`config.mk`:
```
export PLATFORM = sky130hd
export DESIGN_NAME = cdms_top
export DESIGN_NICKNAME = d
export VERILOG_FILES = /design/src/hdl/cdms_clk_gate.v /design/src/hdl/cdms_rate_div.v /design/src/hdl/cdms_top.v
export VERILOG_INCLUDE_DIRS = /design/src /design/src/hdl
export SDC_FILE = /design/constraint.sdc
export NUM_CORES = 1
export LEC_CHECK = 0
export ABC_AREA = 1
export BUFFER_PORTS_ARGS = -buffer_cell sky130_fd_sc_hd__buf_2
export CAP_MARGIN = 20
export CORE_AREA = 2 2 97 99
export DETAILED_ROUTE_END_ITERATION = 16
export DIE_AREA = 0 0 99 101
export HOLD_SLACK_MARGIN = 0.12
export PLACE_DENSITY_LB_ADDON = 0.2
export SLEW_MARGIN = 20
export SYNTH_ARGS = -nofsm -noshare
export SYNTH_HDL_FRONTEND = slang
export SYNTH_HIERARCHICAL = 1
export SYNTH_SLANG_ARGS = --single-unit
```
`constraint.sdc`:
```
create_clock -name mclk -period 5.31 [get_ports mclk]
set_input_delay 1.062 -clock mclk [delete_from_list [all_inputs] [get_ports mclk]]
set_output_delay 1.062 -clock mclk [all_outputs]
set_load 0.02 [all_outputs]
```
`src/hdl/cdms_defs.vh`:
```
`ifndef CDMS_DEFS_VH
`define CDMS_DEFS_VH

// Register indices; byte address is four times the index
`define CDMS_IDX_RATIO      24'hfffdc4
`define CDMS_IDX_STOPA      24'hfffdc8
`define CDMS_IDX_STOPB      24'hfffdca
`define CDMS_IDX_STOPC      24'hfffdcc
`define CDMS_IDX_STATUS     24'hfffdce

// Ratio control field positions
`define CDMS_CORE_MSB       10
`define CDMS_CORE_LSB       8
`define CDMS_PERI_MSB       6
`define CDMS_PERI_LSB       4
`define CDMS_XBUS_MSB       2
`define CDMS_XBUS_LSB       0

// Ratio codes
`define CDMS_CODE_X8        3'h0
`define CDMS_CODE_X4        3'h1
`define CDMS_CODE_X2        3'h2
`define CDMS_CODE_X1        3'h3

// Stop register A fields
`define CDMS_A_ALLSTOP_EN   15
`define CDMS_A_DMA          13
`define CDMS_A_XFER         12
`define CDMS_A_CONV1        4
`define CDMS_A_CONV0        3
`define CDMS_A_TMR_HI       1
`define CDMS_A_TMR_LO       0
// Stop register B fields
`define CDMS_B_PULSE_GEN    15
`define CDMS_B_SERIAL4      12
`define CDMS_B_SERIAL3      11
// Stop register C fields
`define CDMS_C_SYNC2        10
`define CDMS_C_SYNC1        9
`define CDMS_C_SYNC0        8
`define CDMS_C_RAM_HI       1
`define CDMS_C_RAM_LO       0

// Writable masks (undescribed bits read zero)
`define CDMS_MASK_RATIO     16'h0777
`define CDMS_MASK_STOPA     16'hb01b
`define CDMS_MASK_STOPB     16'h9800
`define CDMS_MASK_STOPC     16'h0703
// Stop-bit-only masks for the all-stopped check
`define CDMS_STOPS_A        16'h301b

// Reset values
`define CDMS_RST_RATIO      16'h0333
`define CDMS_RST_STOPA      16'h301b
`define CDMS_RST_STOPB      16'h9800
`define CDMS_RST_STOPC      16'h0700

// Clock rates in kHz
`define CDMS_MCLK_KHZ       200000
`define CDMS_INPUT_KHZ      5000

`endif

```
`src/hdl/cdms_clk_gate.v`:
```
module cdms_clk_gate #(
    parameter N = 1
) (
    input  wire         mclk,
    input  wire         rst_b,
    input  wire         tick,
    input  wire [N-1:0] stopReq,
    output reg  [N-1:0] stopped_r,
    output reg  [N-1:0] clkEn_r
);

    // Stop requests take effect only on a domain tick
    always @(posedge mclk or negedge rst_b) begin
        if (!rst_b) begin
            stopped_r <= {N{1'b1}};
            clkEn_r   <= {N{1'b0}};
        end else if (tick) begin
            stopped_r <= stopReq;
            clkEn_r   <= ~stopReq;
        end else begin
            clkEn_r   <= {N{1'b0}};
        end
    end

endmodule // cdms_clk_gate

```
`src/hdl/cdms_rate_div.v`:
```
module cdms_rate_div #(
    parameter DIVW = 6
) (
    input  wire            mclk,
    input  wire            rst_b,
    input  wire [DIVW-1:0] divCount,
    output reg             tick_r
);

    reg [DIVW-1:0] cnt_r;
    wire           wrap;

    // Greater-or-equal so a smaller new ratio never overshoots
    assign wrap = (cnt_r >= divCount - {{(DIVW-1){1'b0}}, 1'b1});

    always @(posedge mclk or negedge rst_b) begin
        if (!rst_b) begin
            cnt_r  <= {DIVW{1'b0}};
            tick_r <= 1'b0;
        end else if (wrap) begin
            cnt_r  <= {DIVW{1'b0}};
            tick_r <= 1'b1;
        end else begin
            cnt_r  <= cnt_r + {{(DIVW-1){1'b0}}, 1'b1};
            tick_r <= 1'b0;
        end
    end

endmodule // cdms_rate_div

```
`src/hdl/cdms_top.v`:
```
// Notes on behaviour
// - Core ratio bits 10:8; 000 is times eight
// - Core, DMA, transfer controller use core clock
// - Peripheral ratio bits 6:4; 001 is times four
// - External bus ratio bits 2:0; 001 times four
// - Stop bit set stops module; clear restarts
// - Register A bit 15 enables all-stop mode
// - All-stop needs enable, all stopped, sleep
// - All-stop also halts bus controller, ports
// - Register A maps DMA, transfer, converters, timers
// - Register B maps pulse generator, serial 4, 3
// - Register C bits 10:8 stop sync serial
// - Register C bits 1:0 stop RAM bank
// - 5 MHz input gives 40/20/20 MHz clocks
`include "cdms_defs.vh"

module cdms_top #(
    parameter DIVW = 6
) (
    input  wire        mclk,
    input  wire        rst_b,
    input  wire [25:0] wb_adr_i,
    input  wire [31:0] wb_dat_i,
    input  wire [3:0]  wb_sel_i,
    input  wire        wb_we_i,
    input  wire        wb_cyc_i,
    input  wire        wb_stb_i,
    output wire [31:0] wb_dat_o,
    output wire        wb_ack_o,
    input  wire        sleepExec,
    input  wire        wakeEvent,
    output wire        coreClkEn,
    output wire        dmaClkEn,
    output wire        xferClkEn,
    output wire        ramBankClkEn,
    output wire        conv1ClkEn,
    output wire        conv0ClkEn,
    output wire        timerHiClkEn,
    output wire        timerLoClkEn,
    output wire        pulseGenClkEn,
    output wire        serial4ClkEn,
    output wire        serial3ClkEn,
    output wire        sync2ClkEn,
    output wire        sync1ClkEn,
    output wire        sync0ClkEn,
    output wire        busCtrlClkEn,
    output wire        ioPortClkEn,
    output wire        allStopMode
);

    // Mode states
    localparam ST_RUN  = 1'b0;
    localparam ST_STOP = 1'b1;

    // Cycles of mclk per domain tick for each ratio
    localparam integer DIV8_I = `CDMS_MCLK_KHZ / (`CDMS_INPUT_KHZ * 8);
    localparam integer DIV4_I = `CDMS_MCLK_KHZ / (`CDMS_INPUT_KHZ * 4);
    localparam integer DIV2_I = `CDMS_MCLK_KHZ / (`CDMS_INPUT_KHZ * 2);
    localparam integer DIV1_I = `CDMS_MCLK_KHZ / `CDMS_INPUT_KHZ;
    localparam [DIVW-1:0] DIV_X8 = DIV8_I[DIVW-1:0];
    localparam [DIVW-1:0] DIV_X4 = DIV4_I[DIVW-1:0];
    localparam [DIVW-1:0] DIV_X2 = DIV2_I[DIVW-1:0];
    localparam [DIVW-1:0] DIV_X1 = DIV1_I[DIVW-1:0];

    // Register file
    reg  [15:0]     ratioCtl_r;
    reg  [15:0]     stopA_r;
    reg  [15:0]     stopB_r;
    reg  [15:0]     stopC_r;
    reg             mode_r;
    reg             mode_nxt;
    reg             ack_r;
    reg  [15:0]     rdData_r;
    reg  [15:0]     rdData_nxt;

    // Bus decode
    wire            busReq;
    wire            wrEn;
    wire [23:0]     wordIdx;
    wire            hitRatio;
    wire            hitStopA;
    wire            hitStopB;
    wire            hitStopC;
    wire            hitStatus;

    // Domain ticks and divisors
    wire [DIVW-1:0] coreDiv;
    wire [DIVW-1:0] periDiv;
    wire [DIVW-1:0] xbusDiv;
    wire            coreTick;
    wire            periTick;
    wire            xbusTick;

    // Stop requests and gate outputs
    wire            ramStop;
    wire            allStopped;
    wire [3:0]      coreStopReq;
    wire [9:0]      periStopReq;
    wire [1:0]      xbusStopReq;
    wire [9:0]      periStopped;
    wire [1:0]      xbusStopped;
    wire [3:0]      coreEn;
    wire [9:0]      periEn;
    wire [1:0]      xbusEn;

    // Byte-lane merge of a write, keeping only described bits
    function [15:0] mergeWr;
        input [15:0] oldVal;
        input [15:0] newVal;
        input [1:0]  sel;
        input [15:0] mask;
        reg   [15:0] merged;
        begin
            merged[7:0]  = sel[0] ? newVal[7:0]  : oldVal[7:0];
            merged[15:8] = sel[1] ? newVal[15:8] : oldVal[15:8];
            mergeWr      = merged & mask;
        end
    endfunction

    // Ratio code to divisor
    function [DIVW-1:0] ratioDiv;
        input [2:0] code;
        begin
            case (code)
                `CDMS_CODE_X8: ratioDiv = DIV_X8;
                `CDMS_CODE_X4: ratioDiv = DIV_X4;
                `CDMS_CODE_X2: ratioDiv = DIV_X2;
                `CDMS_CODE_X1: ratioDiv = DIV_X1;
                default:       ratioDiv = DIV_X1;
            endcase
        end
    endfunction

    // Wishbone decode
    assign busReq    = wb_cyc_i & wb_stb_i & ~ack_r;
    assign wrEn      = busReq & wb_we_i;
    assign wordIdx   = wb_adr_i[25:2];
    assign hitRatio  = (wordIdx == `CDMS_IDX_RATIO);
    assign hitStopA  = (wordIdx == `CDMS_IDX_STOPA);
    assign hitStopB  = (wordIdx == `CDMS_IDX_STOPB);
    assign hitStopC  = (wordIdx == `CDMS_IDX_STOPC);
    assign hitStatus = (wordIdx == `CDMS_IDX_STATUS);

    // Register writes
    always @(posedge mclk or negedge rst_b) begin
        if (!rst_b) begin
            ratioCtl_r <= `CDMS_RST_RATIO;
            stopA_r    <= `CDMS_RST_STOPA;
            stopB_r    <= `CDMS_RST_STOPB;
            stopC_r    <= `CDMS_RST_STOPC;
        end else if (wrEn) begin
            if (hitRatio) begin
                ratioCtl_r <= mergeWr(ratioCtl_r, wb_dat_i[15:0], wb_sel_i[1:0],
                                      `CDMS_MASK_RATIO);
            end
            if (hitStopA) begin
                stopA_r <= mergeWr(stopA_r, wb_dat_i[15:0], wb_sel_i[1:0],
                                   `CDMS_MASK_STOPA);
            end
            if (hitStopB) begin
                stopB_r <= mergeWr(stopB_r, wb_dat_i[15:0], wb_sel_i[1:0],
                                   `CDMS_MASK_STOPB);
            end
            if (hitStopC) begin
                stopC_r <= mergeWr(stopC_r, wb_dat_i[15:0], wb_sel_i[1:0],
                                   `CDMS_MASK_STOPC);
            end
        end
    end

    // Read data mux; unmapped reads return zero
    always @* begin
        rdData_nxt = 16'h0000;
        if (hitRatio) begin
            rdData_nxt = ratioCtl_r;
        end
        if (hitStopA) begin
            rdData_nxt = stopA_r;
        end
        if (hitStopB) begin
            rdData_nxt = stopB_r;
        end
        if (hitStopC) begin
            rdData_nxt = stopC_r;
        end
        if (hitStatus) begin
            rdData_nxt = {12'h000, &xbusStopped, &periStopped, allStopped, mode_r};
        end
    end

    // Single-cycle acknowledge, any address
    always @(posedge mclk or negedge rst_b) begin
        if (!rst_b) begin
            ack_r    <= 1'b0;
            rdData_r <= 16'h0000;
        end else begin
            ack_r <= busReq;
            if (busReq) begin
                rdData_r <= rdData_nxt;
            end
        end
    end

    assign wb_ack_o = ack_r;
    assign wb_dat_o = {16'h0000, rdData_r};

    // Every stop-controlled module stopped
    assign allStopped = ((stopA_r & `CDMS_STOPS_A) == `CDMS_STOPS_A)
                      & ((stopB_r & `CDMS_MASK_STOPB) == `CDMS_MASK_STOPB)
                      & ((stopC_r & `CDMS_MASK_STOPC) == `CDMS_MASK_STOPC);

    // All-module-clock-stop mode
    always @* begin
        mode_nxt = mode_r;
        case (mode_r)
            ST_RUN: begin
                if (sleepExec & stopA_r[`CDMS_A_ALLSTOP_EN] & allStopped) begin
                    mode_nxt = ST_STOP;
                end
            end
            ST_STOP: begin
                if (wakeEvent) begin
                    mode_nxt = ST_RUN;
                end
            end
            default: begin
                mode_nxt = ST_RUN;
            end
        endcase
    end

    always @(posedge mclk or negedge rst_b) begin
        if (!rst_b) begin
            mode_r <= ST_RUN;
        end else begin
            mode_r <= mode_nxt;
        end
    end

    assign allStopMode = mode_r;

    // Domain divisors from the ratio fields
    assign coreDiv = ratioDiv(ratioCtl_r[`CDMS_CORE_MSB:`CDMS_CORE_LSB]);
    assign periDiv = ratioDiv(ratioCtl_r[`CDMS_PERI_MSB:`CDMS_PERI_LSB]);
    assign xbusDiv = ratioDiv(ratioCtl_r[`CDMS_XBUS_MSB:`CDMS_XBUS_LSB]);

    cdms_rate_div #(
        .DIVW     (DIVW)
    ) u_core_div (
        .mclk     (mclk),
        .rst_b    (rst_b),
        .divCount (coreDiv),
        .tick_r   (coreTick)
    );

    cdms_rate_div #(
        .DIVW     (DIVW)
    ) u_peri_div (
        .mclk     (mclk),
        .rst_b    (rst_b),
        .divCount (periDiv),
        .tick_r   (periTick)
    );

    cdms_rate_div #(
        .DIVW     (DIVW)
    ) u_xbus_div (
        .mclk     (mclk),
        .rst_b    (rst_b),
        .divCount (xbusDiv),
        .tick_r   (xbusTick)
    );

    // RAM bank stops if either half bit is set
    assign ramStop = stopC_r[`CDMS_C_RAM_HI] | stopC_r[`CDMS_C_RAM_LO];

    // Core-clock modules: core, DMA, transfer controller, RAM bank
    assign coreStopReq = {ramStop | mode_r,
                          stopA_r[`CDMS_A_XFER] | mode_r,
                          stopA_r[`CDMS_A_DMA] | mode_r,
                          mode_r};

    // Peripheral-clock modules
    assign periStopReq = {stopA_r[`CDMS_A_CONV1],
                          stopA_r[`CDMS_A_CONV0],
                          stopA_r[`CDMS_A_TMR_HI],
                          stopA_r[`CDMS_A_TMR_LO],
                          stopB_r[`CDMS_B_PULSE_GEN],
                          stopB_r[`CDMS_B_SERIAL4],
                          stopB_r[`CDMS_B_SERIAL3],
                          stopC_r[`CDMS_C_SYNC2],
                          stopC_r[`CDMS_C_SYNC1],
                          stopC_r[`CDMS_C_SYNC0]} | {10{mode_r}};

    // Bus controller and I/O ports halt only in all-stop mode
    assign xbusStopReq = {mode_r, mode_r};

    cdms_clk_gate #(
        .N         (4)
    ) u_core_gate (
        .mclk      (mclk),
        .rst_b     (rst_b),
        .tick      (coreTick),
        .stopReq   (coreStopReq),
        .stopped_r (),
        .clkEn_r   (coreEn)
    );

    cdms_clk_gate #(
        .N         (10)
    ) u_peri_gate (
        .mclk      (mclk),
        .rst_b     (rst_b),
        .tick      (periTick),
        .stopReq   (periStopReq),
        .stopped_r (periStopped),
        .clkEn_r   (periEn)
    );

    cdms_clk_gate #(
        .N         (2)
    ) u_xbus_gate (
        .mclk      (mclk),
        .rst_b     (rst_b),
        .tick      (xbusTick),
        .stopReq   (xbusStopReq),
        .stopped_r (xbusStopped),
        .clkEn_r   (xbusEn)
    );

    // Clock enable outputs
    assign coreClkEn     = coreEn[0];
    assign dmaClkEn      = coreEn[1];
    assign xferClkEn     = coreEn[2];
    assign ramBankClkEn  = coreEn[3];
    assign conv1ClkEn    = periEn[9];
    assign conv0ClkEn    = periEn[8];
    assign timerHiClkEn  = periEn[7];
    assign timerLoClkEn  = periEn[6];
    assign pulseGenClkEn = periEn[5];
    assign serial4ClkEn  = periEn[4];
    assign serial3ClkEn  = periEn[3];
    assign sync2ClkEn    = periEn[2];
    assign sync1ClkEn    = periEn[1];
    assign sync0ClkEn    = periEn[0];
    assign busCtrlClkEn  = xbusEn[1];
    assign ioPortClkEn   = xbusEn[0];

endmodule // cdms_top

```
=== Yosys cells after proc, flatten, opt, wreduce, memory -nomap -nowiden ===
Cells that the tools add are included.

* Bits in registers: 90
* Logic and storage cells: 93

* Add/sub/neg operators: 6
* Magnitude comparators: 3
* Eq/ne operators: 14
* Mux-type cells: 20
* Bitwise operators: 17
* Reductions and logical operators: 12

{| class="wikitable"
|+ Operators with widths
! cell !! number
|-
| equality test 24 bit (second input constant) || 5
|-
| two-way mux 16 bit || 4
|-
| case mux 6 bit (3 select lines) || 3
|-
| AND reduction 3 bit || 7
|-
| adder 6 x 1 -> 6 bit (second input constant) || 3
|-
| greater-or-equal comparator 6 bit || 3
|-
| two-way mux 6 bit || 3
|-
| subtractor 6 x 1 -> 6 bit (second input constant) || 3
|-
| two-way mux 11 bit || 1
|-
| two-way mux 10 bit || 1
|-
| inverter 10 bit || 1
|-
| bitwise OR 10 bit || 1
|-
| AND reduction 10 bit || 1
|-
| equality test 3 x 1 -> 1 bit (second input constant) || 3
|-
| equality test 3 x 2 -> 1 bit (second input constant) || 3
|-
| zero test 3 bit || 3
|-
| bitwise AND 1 bit || 7
|-
| equality test 6 bit (second input constant) || 1
|-
| equality test 5 bit (second input constant) || 1
|-
| two-way mux 1 bit || 5
|-
| two-way mux 4 bit || 1
|-
| inverter 4 bit || 1
|-
| bitwise OR 1 bit || 4
|-
| equality test 3 bit (second input constant) || 1
|-
| other kinds (5) || 6
|}

=== Depth between registers and ports, before layout ===
Gate-level depths: netlist of the first run.

* Word-level depth: 6
* Mapped depth: 15
* Mapped depth without buffers: 15

=== Hierarchy ===
Netlist of the first run, hierarchy kept.

{| class="wikitable"
|+ Modules (own cells, without submodules)
! module !! times used !! cells each !! area each (µm²)
|-
| cdms_top || 1 || 325 || 2477.4
|-
| cdms_rate_div || 3 || 69 || 529.3
|-
| cdms_clk_gate at u_peri_gate || 1 || 64 || 721.9
|-
| cdms_clk_gate at u_core_gate || 1 || 25 || 269.0
|-
| cdms_clk_gate at u_xbus_gate || 1 || 13 || 136.4
|}

=== Least setup slack after synthesis of the first run ===
OpenSTA, ideal clock, no wires.

* Path kind: register to register
* From: register ratioCtl_r[5]
* To: register u_peri_div.cnt_r[0]
* Arrival time: 2.164 ns
* Slack: 3.074 ns
* Stages on the path, launching flop included: 16
* Buffers on the path: 0
* Period minus slack after synthesis: 2.236 ns
* Cell sequence: dfstp_2 > inv_1 > nor3_1 > inv_1 > nand2_1 > inv_1 > nor2_1 > nand3_1 > xor2_1 > inv_1 > ha_1 > nand2_1 > inv_1 > a21oi_2 > nand2_2 > nor2_1

* Longest elaborated chain between the ends: 5
* Elaborated cells on any way between the ends: 7

{| class="wikitable"
|+ Ends and longest elaborated chain
! what !! RTL line !! RTL
|-
| from (decl) || cdms_top.v:66 || <nowiki>reg [15:0] ratioCtl_r;</nowiki>
|-
| from (signal assigned) || cdms_top.v:147 || <nowiki>ratioCtl_r <= `CDMS_RST_RATIO;</nowiki>
|-
| from (signal assigned) || cdms_top.v:153 || <nowiki>ratioCtl_r <= mergeWr(ratioCtl_r, wb_dat_i[15:0], wb_sel_i[1:0],</nowiki>
|-
| equality test 3 x 2 -> 1 bit, or another cell as far along || cdms_top.v:124 || <nowiki>case (code)</nowiki>
|-
| case mux 6 bit (3 select lines) (*) || cdms_top.v:124 ||
|-
| net periDiv[4] || cdms_top.v:88 || <nowiki>wire [DIVW-1:0] periDiv;</nowiki>
|-
| subtractor 6 x 1 -> 6 bit (*) || cdms_rate_div.v:14 || <nowiki>assign wrap = (cnt_r >= divCount - {{(DIVW-1){1'b0}}, 1'b1});</nowiki>
|-
| greater-or-equal comparator 6 bit (*) || cdms_rate_div.v:14 ||
|-
| net u_peri_div.wrap || cdms_rate_div.v:11 || <nowiki>wire wrap;</nowiki>
|-
| two-way mux 6 bit (*) || cdms_rate_div.v:20 || <nowiki>end else if (wrap) begin</nowiki>
|-
| to (signal assigned) || cdms_rate_div.v:18 || <nowiki>cnt_r <= {DIVW{1'b0}};</nowiki>
|-
| to (signal assigned) || cdms_rate_div.v:21 || <nowiki>cnt_r <= {DIVW{1'b0}};</nowiki>
|-
| to (signal assigned) || cdms_rate_div.v:24 || <nowiki>cnt_r <= cnt_r + {{(DIVW-1){1'b0}}, 1'b1};</nowiki>
|-
| to (decl) || cdms_rate_div.v:10 || <nowiki>reg [DIVW-1:0] cnt_r;</nowiki>
|}

The timed path passes the listed nets; every way through them passes the cells marked *.
A chain may end at the register's enable or synchronous reset.

=== Worst setup path in the final report of the first run ===
* From: register ratioCtl_r[5]
* To: register u_peri_div.cnt_r[1]

Same word-level chain as after synthesis.

==> run metrics, run 1 <==
GRT overflow 0; Slew HR 47.9%; Max Cap Violations 0; clk_lat worst skew between 0.3 and 0.4 ns; dpl ws around 2.6 ns; Cell Pwr Density roughly 220 nW/um^2; Hold Path Class reg2reg; initial DRC count 150; Syn Std Cell Area between 5000 and 6000 sq um; kind of critical path reg2reg; crit path max fanout 7; area of the multi-input gates around 2300 sq um; fin crit period between 2 and 3 ns; critical path capture point type flip-flop; Final TNS setup 0 ns; Peak VDD IR 0.000178 V; FF+latch area about 2300 sq um; core region area roughly 9000 sq um; Clock Sinks a little under 90; most frequent cells in the layout nand2_1 (177), inv_1 (80), buf_2 (77), nor2_1 (66), dfrtp_1 (59); Slew @ Worst Pin 0.782 ns; YS warnings 6; nets a little under 800; Pre-Repair DR Iteration Count 5; WL final roughly 10 mm; wire per inst 12.2 microns; first-pass GRT wire length around 17 mm; Root Driver clkbuf_8; Power Total roughly 0.0012 W; DRC 0; CTS Hold Bufs 0; outcome complete, no violations; cell count after synthesis roughly 620; Clock transition at path regs 0.08 ns; number of fill cells in the layout around 800; Clock Path Buffers 2; skew final around 0.006 ns; Leak 3.08 nW; share of cells above drive strength 1 between 20% and 30%; ant diodes 0; most common cell after layout, fill and taps aside nand2_1; Synth Area per Inst roughly 8.2 sq um; Die Wd approximately 99 microns; Layout area overhead 11.7%; Die H just over 100 microns; initial core utilization a little under three fifths; H-tree depth 3; setup ws final ~2.8 ns; Critical Path RT 5.59 ns; # port buffers 78; fin crit share roughly 48%; FMAX 396 MHz; post-cts sizing count 0; number of core rows 35; initial antenna violation count 0; final hold vios 0; crit path DAT 2.80 ns; crit start category flip-flop; Final Util a little over three fifths; GRT Resource Usage Total about 22%; via-per-instance ratio around 4.9; total CTS buffers 9; ANT nets after route 0; # IOs 119; Die ar. ~10000 sq um; largest net degree at the start of global routing 90; via count around 4000; Post-CTS Setup Inserts 0; pins over their slew limit 0; RSZ-0062 raised after global routing false; CTS tree built; hpwl dp 7.75 mm; final estimated routing congestion in global placement roughly 0.81; # setup viols final 0; vias in the first global route 3916
metal layers:
layer	wire, microns	GRT usage [%]	vias to the layer above
met5	0	0	-
met4	125	5.58	0
met3	365	4.85	11
met2	5020	37.9	91
met1	4440	26.9	1850
li1	-	-	2023
registers in the layout, indices dropped and copies added (netlist names):
register	count
wb_ack_o	1
u_xbus_gate/stopped_r	2
u_peri_div/tick_r	1
u_peri_gate/clkEn_r	10
u_xbus_gate/clkEn_r	2
u_xbus_div/cnt_r	6
u_core_gate/clkEn_r	4
stopB_r	3
stopA_r	7
allStopMode	1
ratioCtl_r	9
u_peri_div/cnt_r	6
stopC_r	5
u_peri_gate/stopped_r	10
u_core_div/tick_r	1
rdData_r	14
u_xbus_div/tick_r	1
u_core_div/cnt_r	6
area by class of cell:
type                       count  share of cell area (%)
multi-input combinational    430                    40.6
inverter                      90                    6.29
timing repair buffer          78                    7.04
tap                          111                    2.47
clock inverter                 3                   0.756
clock buffer                  13                    2.64
sequential                    89                    40.2
where the power goes:
| group | internal, W | switching [W] |
|---|---|---|
| Clock | 0.000230 | 0.000223 |
| Combinational | 0.0000269 | 0.0000649 |
| Sequential | 0.000690 | 0.00000390 |
| Total | 0.000947 | 0.000291 |
through the flow:
| step | instances | cell area (sq um) | hold WS [ns] |
|---|---|---|---|
| 2_1_floorplan | 635 | 5110 | 0.442 |
| 3_3_place_gp | 798 | 5440 | 0.449 |
| 3_5_place_dp | 798 | 5440 | 0.454 |
| 4_1_cts | 814 | 5630 | 0.470 |
| 5_1_grt | 814 | 5630 | 0.485 |
| 6_report | 814 | 5630 | 0.471 |
worst max-delay path, cell delays in order (launching register included):
cell	delay (ns)
dfstp_2	0.55
inv_1	0.07
nor3_1	0.33
inv_1	0.07
nand2_1	0.16
inv_1	0.11
nor2_1	0.10
nand3_1	0.09
xor2_1	0.14
inv_1	0.06
ha_1	0.28
nand2_1	0.08
inv_1	0.05
a21oi_2	0.15
nand2_2	0.12
nor2_1	0.11
worst paths after layout:
path / startpoint / to / cells past startpoint / slack (ns)
max: ratioCtl_r[5]$_DFFE_PN1P_ / u_peri_div/cnt_r[1]$_DFF_PN0_ / 15 / 2.79
min: u_peri_gate/stopped_r[9]$_DFFE_PN1P_ / u_peri_gate/stopped_r[9]$_DFFE_PN1P_ / 2 / 0.47
max reg2reg: ratioCtl_r[5]$_DFFE_PN1P_ / u_peri_div/cnt_r[1]$_DFF_PN0_ / 15 / 2.79
min reg2reg: u_peri_gate/stopped_r[9]$_DFFE_PN1P_ / u_peri_gate/stopped_r[9]$_DFFE_PN1P_ / 2 / 0.47
max in group asynchronous: rst_b / u_xbus_div/tick_r$_DFF_PN0_ / 1 / 4.01
min in group asynchronous: rst_b / u_peri_gate/clkEn_r[0]$_DFF_PN0_ / 1 / 0.77
Power figures use the tool's default switching activity.
==> inputs of run 2 (changes only) <==
- ABC_AREA: 1 -> 0
- CORE_AREA: 2 2 97 99 -> 2 2 104 106
- DIE_AREA: 0 0 99 101 -> 0 0 106 108
- clock period: 5.31 -> 2.3 ns (I/O delays scaled with it)
==> run metrics, run 2 <==
Clock Sinks 89 (unchanged); YS warnings 6 (unchanged); Critical Path Start ratioCtl_r[4]$_DFFE_PN1P_ (was ratioCtl_r[5]$_DFFE_PN1P_); setup ws final -0.00481 ns (was 2.79 ns); register-to-register setup slack -0.005 ns (was 2.79 ns); most frequent cells in the layout buf_2 (77), dfrtp_1 (58), dfstp_2 (30), nand2_1 (27), buf_4 (27) (was nand2_1 (177), inv_1 (80), buf_2 (77), nor2_1 (66), dfrtp_1 (59)); Peak VDD IR 0.000451 V (was 0.000178 V); met1 usage 23.2% (was 26.9%); Root Driver clkbuf_8 (unchanged); Pre-Repair DR Iteration Count 4 (was 5); number of fill cells in the layout 891 (was 796); FMAX 434 MHz (was 396 MHz); most common cell after layout, fill and taps aside buf_2 (was nand2_1); Die H 108 microns (was 101 microns); Reg with most FFs rdData_r (unchanged); H-tree depth 3 (unchanged); clk_lat worst skew 0.36 ns (was 0.35 ns); Die Wd 106 microns (was 99 microns); # setup viols final 2 (was 0); first-pass GRT wire length 16.8 mm (was 17.4 mm); ANT nets after route 0 (unchanged); CTS tree built (unchanged); fin area 5930 sq um (was 5630 sq um); critical path, cell by cell or2_4 -> nor2_2 -> or3_4 -> buf_6 -> xor2_2 -> ha_1 -> a21oi_2 -> o21ai_4 -> a221oi_2 (was inv_1 -> nor3_1 -> inv_1 -> nand2_1 -> inv_1 -> nor2_1 -> nand3_1 -> xor2_1 -> inv_1 -> ha_1 -> nand2_1 -> inv_1 -> a21oi_2 -> nand2_2 -> nor2_1); crit start category flip-flop (unchanged); fin crit share 100% (was 47.5%); # port buffers 78 (unchanged); ant diodes 0 (unchanged); Clock transition at path regs 0.10 ns (was 0.08 ns); FF-to-FF End u_peri_div/cnt_r[5]$_DFF_PN0_ (was u_peri_div/cnt_r[1]$_DFF_PN0_); Critical Path RT 2.56 ns (was 5.59 ns); DRC 0 (unchanged); via-per-instance ratio 5.16 (was 4.88); non-filler cells, final 669 (was 814); crit path DAT 2.56 ns (was 2.80 ns); Leak 2.84 nW (was 3.08 nW); number of core rows 37 (was 35); total CTS buffers 9 (unchanged); # IOs 119 (unchanged); largest net degree at the start of global routing 51 (was 90); kind of critical path reg2reg (unchanged); nets 621 (was 791); Clock Path Buffers 2 (unchanged); Power Total 0.00420 W (was 0.00124 W); Layout area overhead 23.0% (was 11.7%); final estimated routing congestion in global placement 0.808 (was 0.812); fin crit period 2.30 ns (was 2.52 ns); Critical Path End u_peri_div/cnt_r[5]$_DFF_PN0_ (was u_peri_div/cnt_r[1]$_DFF_PN0_); M2 GR Usage 32.6% (was 37.9%); dpl ws -0.168 ns (was 2.65 ns); critical path capture point type flip-flop (unchanged); GRT overflow 0 (unchanged); largest registers rdData_r (14), u_peri_gate/clkEn_r (10), u_peri_gate/stopped_r (10) (unchanged); Slew @ Worst Pin 0.779 ns (was 0.782 ns); Cell Pwr Density 708 nW/um^2 (was 220 nW/um^2); worst reg-to-reg path cell count 9 (was 15); failing checks setup timing; gr busiest metal met2 (unchanged); max reg flops 14 (unchanged); r2r startpoint ratioCtl_r[4]$_DFFE_PN1P_ (was ratioCtl_r[5]$_DFFE_PN1P_); Die ar. 11400 sq um (was 10000 sq um); Placement Cell Area 5440 sq um (about the same); RSZ-0062 raised after global routing true (was false); cell count after synthesis 422 (was 618); Slew HR 48.0% (was 47.9%); share of cells above drive strength 1 48.8% (was 26.9%); Hold Path Class in2reg (was reg2reg); final hold vios 0 (unchanged); hpwl dp 7.72 mm (was 7.75 mm); hold slack 0.268 ns (was 0.471 ns); via count 3449 (was 3975); crit path max fanout 7 (unchanged); Max Cap Violations 0 (unchanged); skew final 0.0132 ns (was 0.00587 ns); Syn Std Cell Area 4820 sq um (was 5040 sq um); Synth Area per Inst 11.4 sq um (was 8.16 sq um); wire per inst 15.4 microns (was 12.2 microns); vias in the first global route 3525 (was 3916); pins over their slew limit 0 (unchanged); outcome finished with violations (was complete, no violations); slowest stage cell, crit path dfstp_2 (unchanged); core region area 10200 sq um (was 8980 sq um); initial antenna violation count 0 (unchanged); WL final 10.3 mm (was 9.96 mm); GRT Resource Usage Total 18.7% (was 21.5%); slowest stage delay, CP 0.55 ns (about the same); met3 GRT Util 4.76% (was 4.85%); initial core utilization 47.1% (was 56.2%); initial DRC count 148 (was 150); Placed Instances 650 (was 798)
[run 2: worst min path at each step]
stage	start	to	slack [ns]	depth (start not counted)
after floorplan	rst_b	allStopMode$_DFF_PN0_	0.16	0
after global placement	rst_b	u_peri_div/cnt_r[5]$_DFF_PN0_	0.31	1
after detailed placement	rst_b	u_peri_div/cnt_r[4]$_DFF_PN0_	0.31	1
after CTS	wakeEvent	allStopMode$_DFF_PN0_	0.25	2
after global routing	wakeEvent	allStopMode$_DFF_PN0_	0.26	2
final	wakeEvent	allStopMode$_DFF_PN0_	0.27	2
[run 2: metrics by stage]
| step | util, % | setup TNS [ns] |
|---|---|---|
| global route | 57.9 | -1.48 |
| finish | 57.9 | -0.00807 |
| floorplan | - | 0 |
| global placement | 53.2 | -1.77 |
| detailed placement | 53.2 | -3.41 |
| CTS | 56.3 | -0.0117 |
[run 2: layer usage]
metal / vias up / wire [microns]
met1: 1721 / 4560
met5: - / 0
met4: 0 / 144
li1: 1661 / -
met3: 12 / 275
met2: 55 / 5350
[run 2: timing repair]
item,in CTS,in global routing
resized for setup,25,34
gates cloned,0,0
pin swaps,1,32
hold buffers,1,0
endpoints found under the hold margin,8,0
setup buffers,0,2
setup endpoints to repair,21,21
[run 2: cell type report]
cell class	count	area [sq um]	area share, %
Tap cell	136	170	2.87
Sequential cell	89	2270	38.2
Clock buffer	9	124	2.09
Inverter	16	60.1	1.01
Clock inverter	7	77.6	1.31
Timing Repair Buffer	107	629	10.6
Multi-Input combinational cell	305	2600	43.9
[run 2: critical path: cells and delay by family (launching register included)]
family / cells / cell delay (ns)
fa+ha+maj: 1 / 0.33
xor+xnor: 1 / 0.13
flops: 1 / 0.55
simple gates: 3 / 0.55
compound gates: 3 / 0.51
buf+inv: 1 / 0.13
[run 2: power breakdown]
group	switching, W	internal, W	total (W)	leakage (nW)
logic	0.000670	0.000490	0.00116	1.63
clock network	0.000580	0.000509	0.00109	0.0885
registers	0.000199	0.00175	0.00195	1.12
